### src/miu_pkg.sv
/*
 * Constants and types of the microcontroller interrupt unit.
 * Assumes one core clock carrying a one-cycle instruction-cycle enable from the core.
 */
// Functional notes
// - Four sources: external pin, base timer overflow, port B upper pin change, comparator.
// - Control register holds the pin, timer and change flags, individual enables and one global enable.
// - Global enable bit 7 passes enabled sources when set, blocks all when clear.
// - Every reset forces the global enable to zero.
// - Return from interrupt restores return address and sets the global enable again; the unit only sets the global enable and restores no address.
// - Pin, change, timer flags in control register; comparator flag/enable in peripheral regs.
// - On accept: clear global enable, push return address, load vector 0004h.
// - Pin or change events reach the vector three or four instruction cycles later; the sequencer here waits two cycles, not one.
// - Flags set on events regardless of individual or global enable.
// - Clearing global enable ignores next-cycle interrupts; core runs a no-op then.
// - Ignored requests stay pending until the global enable is set again.
package miu_pkg;
    // ========================================================================
    // Control register bit positions.
    localparam int CTL_GEN_BIT  = 7;
    localparam int CTL_PEIE_BIT = 6;
    localparam int CTL_TIE_BIT  = 5;
    localparam int CTL_EIE_BIT  = 4;
    localparam int CTL_CIE_BIT  = 3;
    localparam int CTL_TIF_BIT  = 2;
    localparam int CTL_EIF_BIT  = 1;
    localparam int CTL_CIF_BIT  = 0;
    // Peripheral flag and enable registers: comparator bit.
    localparam int PER_CMP_BIT  = 6;
    // ========================================================================
    // Reset values and vector.
    localparam logic [7:0]  CTL_RST    = 8'h00;
    localparam logic [7:0]  PER_RST    = 8'h00;
    localparam logic [12:0] IRQ_VECTOR = 13'h0004;
    // Instruction cycles the sequencer waits in MIU_WAIT before it enters MIU_ENTER.
    localparam logic [1:0]  VEC_DELAY  = 2'h2;

    typedef enum logic [1:0] {
        MIU_IDLE  = 2'b00,
        MIU_WAIT  = 2'b01,
        MIU_ENTER = 2'b10
    } miu_state_t;
endpackage

### src/miu_interrupt_unit.sv
/*
 * Interrupt unit: flags, enables, global enable, request and vector entry.
 * Assumes the core gives a one-cycle instruction-cycle enable, register writes
 * on the same clock, and the pc to push; pins and comparator arrive asynchronously.
 */
`timescale 1ns/100ps
module miu_interrupt_unit
    import miu_pkg::*;
#(
    parameter int PC_W = 13
) (
    input  wire logic            ref_clk,
    input  wire logic            rst,
    input  wire logic            icyc_en,
    input  wire logic            ext_irq_pin,
    input  wire logic [3:0]      port_b_upper_pins,
    input  wire logic            cmp_out,
    input  wire logic            base_timer_ovf,
    input  wire logic            ctl_wr,
    input  wire logic [7:0]      ctl_wdata,
    input  wire logic            pfl_wr,
    input  wire logic [7:0]      pfl_wdata,
    input  wire logic            pen_wr,
    input  wire logic [7:0]      pen_wdata,
    input  wire logic            return_from_irq,
    input  wire logic [PC_W-1:0] pc_now,
    output logic [7:0]           irq_control_reg,
    output logic [7:0]           periph_flag_reg,
    output logic [7:0]           periph_enable_reg,
    output logic                 irq_req,
    output logic                 force_nop,
    output logic                 vec_load,
    output logic [PC_W-1:0]      vec_addr,
    output logic                 stack_push,
    output logic [PC_W-1:0]      push_addr
);
    // ========================================================================
    // Three-stage synchronisers; stage one feeds only stage two.
    logic [5:0] s1_q, s2_q, s3_q;
    logic       ext_prev_q;
    logic [3:0] pb_prev_q;
    logic       cmp_prev_q;
    always_ff @(posedge ref_clk or posedge rst) begin
        if (rst) begin
            s1_q <= 6'h00;
            s2_q <= 6'h00;
            s3_q <= 6'h00;
        end else begin
            s1_q <= {cmp_out, port_b_upper_pins, ext_irq_pin};
            s2_q <= s1_q;
            s3_q <= s2_q;
        end
    end

    // A level moves only where stages two and three agree, bit by bit. The price is
    // that a pin pulse sampled on fewer than two clock edges is lost rather than half-seen.
    function automatic logic [5:0] agree_lvl(input logic [5:0] s2,
                                             input logic [5:0] s3,
                                             input logic [5:0] prev);
        logic [5:0] same;
        same      = ~(s2 ^ s3);
        agree_lvl = (same & s3) | (~same & prev);
    endfunction

    logic       ext_lvl, cmp_lvl;
    logic [3:0] pb_lvl;
    logic [5:0] lvl_all;
    assign lvl_all = agree_lvl(s2_q, s3_q, {cmp_prev_q, pb_prev_q, ext_prev_q});
    assign ext_lvl = lvl_all[0];
    assign pb_lvl  = lvl_all[4:1];
    assign cmp_lvl = lvl_all[5];

    always_ff @(posedge ref_clk or posedge rst) begin
        if (rst) begin
            ext_prev_q <= 1'b0;
            pb_prev_q  <= 4'h0;
            cmp_prev_q <= 1'b0;
        end else begin
            ext_prev_q <= ext_lvl;
            pb_prev_q  <= pb_lvl;
            cmp_prev_q <= cmp_lvl;
        end
    end

    // ========================================================================
    // Events: rising edge on the pin, any change on the upper pins or comparator.
    logic ext_evt, pb_evt, cmp_evt;
    assign ext_evt = ext_lvl & ~ext_prev_q;
    assign pb_evt  = |(pb_lvl ^ pb_prev_q);
    assign cmp_evt = cmp_lvl ^ cmp_prev_q;

    // ========================================================================
    // Control and peripheral registers.
    logic [7:0] ctl_q, pfl_q, pen_q;
    logic       accept;
    always_ff @(posedge ref_clk or posedge rst) begin
        if (rst) begin
            ctl_q <= CTL_RST;
        end else begin
            if (ctl_wr) begin
                ctl_q <= ctl_wdata;
            end
            // Entry beats both a write and a return that land in the same cycle.
            if (accept) begin
                ctl_q[CTL_GEN_BIT] <= 1'b0;
            end else if (return_from_irq) begin
                ctl_q[CTL_GEN_BIT] <= 1'b1;
            end
            // Hardware sets win over a software clear in the same cycle.
            if (base_timer_ovf) begin
                ctl_q[CTL_TIF_BIT] <= 1'b1;
            end
            if (ext_evt) begin
                ctl_q[CTL_EIF_BIT] <= 1'b1;
            end
            if (pb_evt) begin
                ctl_q[CTL_CIF_BIT] <= 1'b1;
            end
        end
    end

    always_ff @(posedge ref_clk or posedge rst) begin
        if (rst) begin
            pfl_q <= PER_RST;
            pen_q <= PER_RST;
        end else begin
            if (pfl_wr) begin
                pfl_q <= pfl_wdata;
            end
            if (cmp_evt) begin
                pfl_q[PER_CMP_BIT] <= 1'b1;
            end
            if (pen_wr) begin
                pen_q <= pen_wdata;
            end
        end
    end

    // ========================================================================
    // Request: flags held until software clears them, so masked ones stay pending.
    logic pend;
    assign pend = (ctl_q[CTL_TIF_BIT] & ctl_q[CTL_TIE_BIT])
                | (ctl_q[CTL_EIF_BIT] & ctl_q[CTL_EIE_BIT])
                | (ctl_q[CTL_CIF_BIT] & ctl_q[CTL_CIE_BIT])
                | (ctl_q[CTL_PEIE_BIT] & pfl_q[PER_CMP_BIT] & pen_q[PER_CMP_BIT]);

    // A write that drops the global enable blocks the following cycle too.
    logic gen_drop_q;
    always_ff @(posedge ref_clk or posedge rst) begin
        if (rst) begin
            gen_drop_q <= 1'b0;
        end else if (icyc_en) begin
            gen_drop_q <= ctl_wr & ~ctl_wdata[CTL_GEN_BIT] & ctl_q[CTL_GEN_BIT];
        end
    end

    logic take;
    assign take = ctl_q[CTL_GEN_BIT] & pend & ~gen_drop_q;

    // ========================================================================
    // Entry sequencer: the request is recognised, two cycles wait, then vectoring.
    // Together with the synchroniser this gives seven to eight cycles from the pin when every clock is an instruction cycle.
    miu_state_t st_q;
    logic [1:0] wait_q;
    // A request withdrawn while waiting is not entered; its flag stays pending.
    assign accept = icyc_en & take & (st_q == MIU_ENTER);
    always_ff @(posedge ref_clk or posedge rst) begin
        if (rst) begin
            st_q   <= MIU_IDLE;
            wait_q <= 2'h0;
        end else if (icyc_en) begin
            case (st_q)
                MIU_IDLE: begin
                    if (take) begin
                        st_q   <= MIU_WAIT;
                        wait_q <= VEC_DELAY - 2'h1;
                    end
                end
                MIU_WAIT: begin
                    if (!take) begin
                        st_q <= MIU_IDLE;
                    end else if (wait_q == 2'h0) begin
                        st_q <= MIU_ENTER;
                    end else begin
                        wait_q <= wait_q - 2'h1;
                    end
                end
                MIU_ENTER: begin
                    st_q <= MIU_IDLE;
                end
                default: begin
                    st_q <= MIU_IDLE;
                end
            endcase
        end
    end

    always_ff @(posedge ref_clk or posedge rst) begin
        if (rst) begin
            irq_control_reg   <= CTL_RST;
            periph_flag_reg   <= PER_RST;
            periph_enable_reg <= PER_RST;
            irq_req           <= 1'b0;
            force_nop         <= 1'b0;
            vec_load          <= 1'b0;
            vec_addr          <= '0;
            stack_push        <= 1'b0;
            push_addr         <= '0;
        end else begin
            irq_control_reg   <= ctl_q;
            periph_flag_reg   <= pfl_q;
            periph_enable_reg <= pen_q;
            irq_req           <= take;
            force_nop         <= icyc_en & ctl_wr & ~ctl_wdata[CTL_GEN_BIT]
                                 & ctl_q[CTL_GEN_BIT];
            vec_load          <= accept;
            stack_push        <= accept;
            if (accept) begin
                vec_addr  <= IRQ_VECTOR[PC_W-1:0];
                push_addr <= pc_now;
            end
        end
    end
endmodule

### config.mk
export PLATFORM = sky130hd
export DESIGN_NAME = miu_interrupt_unit
export DESIGN_NICKNAME = d
export VERILOG_FILES = /design/src/miu_pkg.sv /design/src/miu_interrupt_unit.sv
export SDC_FILE = /design/constraint.sdc
export NUM_CORES = 1
export LEC_CHECK = 0
export CAP_MARGIN = 10
export CORE_UTILIZATION = 40
export CTS_BUF_LIST = sky130_fd_sc_hd__clkbuf_16
export DETAILED_ROUTE_END_ITERATION = 8
export DONT_BUFFER_PORTS = 1
export PLACE_DENSITY = 0.57
export REMOVE_ABC_BUFFERS = 1
export SLEW_MARGIN = 20
export SYNTH_ARGS = -nofsm -noshare
export SYNTH_HDL_FRONTEND = slang
export SYNTH_SLANG_ARGS = --single-unit
export TNS_END_PERCENT = 30
### constraint.sdc
create_clock -name ref_clk -period 6.08 [get_ports ref_clk]
set_input_delay 0.912 -clock ref_clk [delete_from_list [all_inputs] [get_ports ref_clk]]
set_output_delay 0.912 -clock ref_clk [all_outputs]
set_load 0.01 [all_outputs]
* Word-level counts from Yosys, hierarchy flattened
Cells that the tools add are included. Widths: inputs -> output; s select.
Operators by class: reductions and logical operators 11, bitwise logic cells 29, eq/ne operators 6, add/sub/neg operators 1, mux-type cells 15
Operator list (number):
- $and 1x1->1 | 15
- $and 6x6->6 | 2
- $not 6->6 | 2
- $mux 2 | 5
- $reduce_bool 2->1 | 5
- $mux 8 | 1
- $pmux 2 s2 | 2
- $mux 7 | 1
- $mux 1 | 6
- $ne 2x2->1 const B | 3
- $or 6x6->6 | 1
- $xor 6x6->6 | 1
- $reduce_and 5->1 | 1
- $logic_not 2->1 | 2
- $reduce_or 4->1 | 1
- $xor 4x4->4 | 1
- $ne 3x3->1 const B | 1
- $not 1->1 | 3
- $or 1x1->1 | 3
- $reduce_and 3->1 | 1
- $reduce_bool 3->1 | 1
- $eq 2x1->1 const B | 1
- $eq 2x2->1 const B | 1
- $sub 2x1->2 const B | 1
- $xor 1x1->1 | 1
Storage, ports and cells: output and inout bits 54, bits in registers 94, word-level logic and storage cells 87

* Longest topological paths before layout
depth in word-level cells 9, depth in mapped cells 5

* Worst setup path before layout
OpenSTA, ideal clock, no wires.
kind input to register, from input port ctl_wr, to register ctl_q[0], stages 4, setup slack 3.998 ns, library setup time 0.139 ns, arrival time 1.943 ns, path buffers 1, cell sequence clkbuf_1 -> mux2i_1 -> o21ai_0 -> or4_1
On the way: longest elaborated chain between the ends 1
Ends and longest elaborated chain:
- start, declared | line miu_interrupt_unit.sv:19 | input wire logic ctl_wr,
- $reduce_bool 2->1 (no line)
- end signal, assigned | line miu_interrupt_unit.sv:101 | ctl_q <= ctl_wdata;
- end, declared | line miu_interrupt_unit.sv:94 | logic [7:0] ctl_q, pfl_q, pen_q;
No other way between the ends. A chain may end at the register's enable or synchronous reset.

* Worst setup path in the final report
from input port icyc_en, to register push_addr[7]
On the way: longest elaborated chain between the ends 2
Ends and longest elaborated chain:
- start, declared | line miu_interrupt_unit.sv:14 | input wire logic icyc_en,
- $and 1x1->1 (2 in a row) | line miu_interrupt_unit.sv:166 | assign accept = icyc_en & take & (st_q == MIU_ENTER);
- end signal, assigned | line miu_interrupt_unit.sv:220 | push_addr <= pc_now;
- end, declared | line miu_interrupt_unit.sv:35 | output logic [PC_W-1:0] push_addr
No other way between the ends.

==> results by group <==
Global routing
  – First-pass GRT wire length: 8390 um
  – Number of global-route vias before repair: 1569
  – GRT overflow: 0
  – Initial antenna violation count: 2
  – Largest net degree at the start of global routing: 61
  – Aggregate global-route resource usage: 13.51%

Die
  – Initial Util: 41.73%
  – Die width: 92.25 um
  – Die H: 92.25 um
  – Die area: 8510 sq um
  – Io pins: 105
  – Core area: 7807 sq um
  – Num rows: 32

Synth
  – Seq/Total Area, Yosys: 72.20%
  – Register bit total from synthesis: 94
  – Synth top area share: 72.20%
  – Largest family of logic cells by synthesized area: multiplexers
  – Adder-cell area share of the yosys netlist: 1.306%
  – Synth async-reset ratio: 100.0%
  – XOR/XNOR share of the synthesized area: 0%
  – Mux share of post-synthesis cell area: 13.40%
  – Synth Area in Compound Gates: 3.111%
  – Post-Syn Area: 3258 sq um
  – Yosys top cell by area: dfrtp_1
  – Post-synth EDFFs: 0
  – Cell variety after synth: 34
  – Avg Synthesized Cell Area: 15.97 sq um
  – Prevailing post-synth register cell: dfrtp_1
  – Synth Instances: 204
  – Synth Area in Simple Gates: 5.376%
  – Yosys Warn Count: 0
  – Top post-synthesis cells by area: dfrtp_1, mux2_2, mux2_4

STA
  – Clock Skew: 5.097 ps
  – Tightest Pin Transition: 740.3 ps
  – Slew Limit Fails: 0
  – Final Hold Fails: 0
  – Setup TNS Final: 0 ps
  – Period minus WS final: 1830 ps
  – Slew headroom: 50.64%
  – RSZ-0062 raised after global routing: no
  – Final setup viols: 0
  – Maximum clock rate: 546.5 MHz
  – Fin crit share: 30.10%
  – Final Worst Setup Slack: 4250 ps

Setup path
  – Setup crit end kind: flip-flop
  – Worst setup SP type: input pin
  – Setup Crit Path Kind: in -> reg
  – Crit path max fanout: 11
  – Critical Path AT: 2040 ps
  – Crit path required time: 6290 ps

CTS
  – CTS Root Cell: clkbuf_16
  – Num CTS Buffers: 9
  – Hold-fix buffers, CTS: 0
  – Max Buffers Root-to-Sink: 2
  – Cts repair resizes: 0
  – Clock-pin slew on the worst setup and hold paths: 60 ps
  – Worst-Skew Late Latency: 330 ps
  – Clock sinks: 94
  – Setup repair bufs after CTS: 0
  – CTS tree: yes
  – H-tree depth: 3

Place
  – Dpl hpwl: 3523 um
  – Placed Cells: 301
  – RD Place Congestion: 0.7300
  – IO Port Bufs: 0
  – Pre-CTS setup slack: 3584 ps

Pwr
  – Lkg Pwr: 1.627 nW
  – Maximum vdd drop: 0.1474 mV
  – PD cells: 402.5 nW/um^2
  – Power, Total: 1.455 mW

Run
  – MaxCap Viol Count: 0

Routing
  – Drt total wl: 5196 um
  – Routed WL per cell: 16.29 um
  – Remaining DRCs: 0
  – Detail Route Antenna Nets: 0
  – 1st-iter DRT viols: 38
  – Drt pass-1 iters: 3
  – Via count of the routed design: 1515
  – Vias per cell: 4.749

Final layout
  – Largest register by flop count: push_addr
  – Final std cells w/o fill: 319
  – Max FFs per register: 13
  – Share of cells above drive strength 1: 26.05%
  – P&R area growth vs syn: 10.94%
  – Final #Nets: 263

Min path
  – Worst Hold Class: reg -> reg

Outcome
  – Outcome: finished, final reports clean
## layout by cell type, fill, tap and decap left out, types with 2 or more instances in the layout
master	n
dfrtp_1	94
mux2_2	25
conb_1	12
clkbuf_16	9
nor2_1	8
inv_1	7
mux2_4	7
nor2b_1	5
mux2i_1	5
o21ai_0	5
a21oi_1	4
nand2_1	4
maj3_1	3
diode_2	2
o22ai_1	2
clkinv_2	2
## path summary, 6_finish.rpt
| check | start | depth (start not counted) | slack (ps) | end |
|---|---|---|---|---|
| setup / recovery | icyc_en | 4 | 4250 | push_addr[7]$_DFFE_PP0P_ |
| hold / removal | s1_q[0]$_DFF_PP0_ | 0 | 340 | s2_q[0]$_DFF_PP0_ |
| setup reg to reg | pen_q[6]$_DFFE_PP0P_ | 5 | 4270 | push_addr[7]$_DFFE_PP0P_ |
| hold reg to reg | s1_q[0]$_DFF_PP0_ | 0 | 340 | s2_q[0]$_DFF_PP0_ |
| max in group asynchronous | rst | 2 | 4510 | s1_q[0]$_DFF_PP0_ |
| min in group asynchronous | rst | 1 | 460 | periph_enable_reg[7]$_DFF_PP0_ |
## synth_stat cells, types with 2 or more instances
| cell | number |
|---|---|
| nor2_1 | 8 |
| inv_1 | 6 |
| mux2_2 | 25 |
| nor2b_1 | 5 |
| dfrtp_1 | 94 |
| nand2_1 | 4 |
| o22ai_1 | 2 |
| mux2_4 | 7 |
| mux2i_1 | 5 |
| a21oi_1 | 4 |
| buf_4 | 13 |
| clkbuf_1 | 3 |
| o21ai_0 | 5 |
| maj3_1 | 3 |
## logic make-up (layout without fill, tap and decap cells)
| kind of cell | Yosys count | after routing |
|---|---|---|
| DFF | 94 | 94 |
| buffers and inverters | 24 | 24 |
| other | 1 | 14 |
| AOI/OAI and AO/OA | 16 | 16 |
| muxes | 37 | 37 |
| and+or+nand+nor | 28 | 28 |
| adders and majority gates | 4 | 4 |
## final cells by class
type | count | area (sq um)
sequential | 94 | 2352
inverter | 7 | 28.78
clock inverter | 6 | 56.30
fill | 703 | 4193
timing repair buffer | 2 | 18.77
clock buffer | 9 | 225.2
multi-input combinational | 97 | 800.8
antenna | 2 | 5.005
tap | 102 | 127.6
## through the flow
step / hold WS (ps) / util, % / area, sq um
final: 341.4 / 46.30 / 3615
after global routing: 354.3 / 46.27 / 3612
after global placement: 332.4 / 42.48 / 3317
after floorplan: 331.2 / - / 3179
after detailed placement: 334.7 / 42.48 / 3317
after CTS: 345.9 / 46.09 / 3598
## power by group
part           leakage, nW  switching, mW  internal [mW]
Combinational        0.366         0.0534         0.0749
Clock                0.148          0.216          0.312
Sequential            1.11         0.0822          0.716
Total                 1.63          0.352           1.10
## layer usage
| metal | part of all wire (%) | wire length (um) | global-route usage, % |
|---|---|---|---|
| met5 | 0 | 0 | 0 |
| met4 | 2.5 | 128 | 8.203 |
| met3 | 6.4 | 331 | 4.561 |
| met2 | 49 | 2565 | 20.65 |
| met1 | 42 | 2170 | 16.53 |
## worst max-delay path, stage by stage
cell and delay [ps]:
nand2_2 80, nor4_4 450, buf_6 240, mux2_2 350
Note: power is estimated with default switching activity, not from simulation.
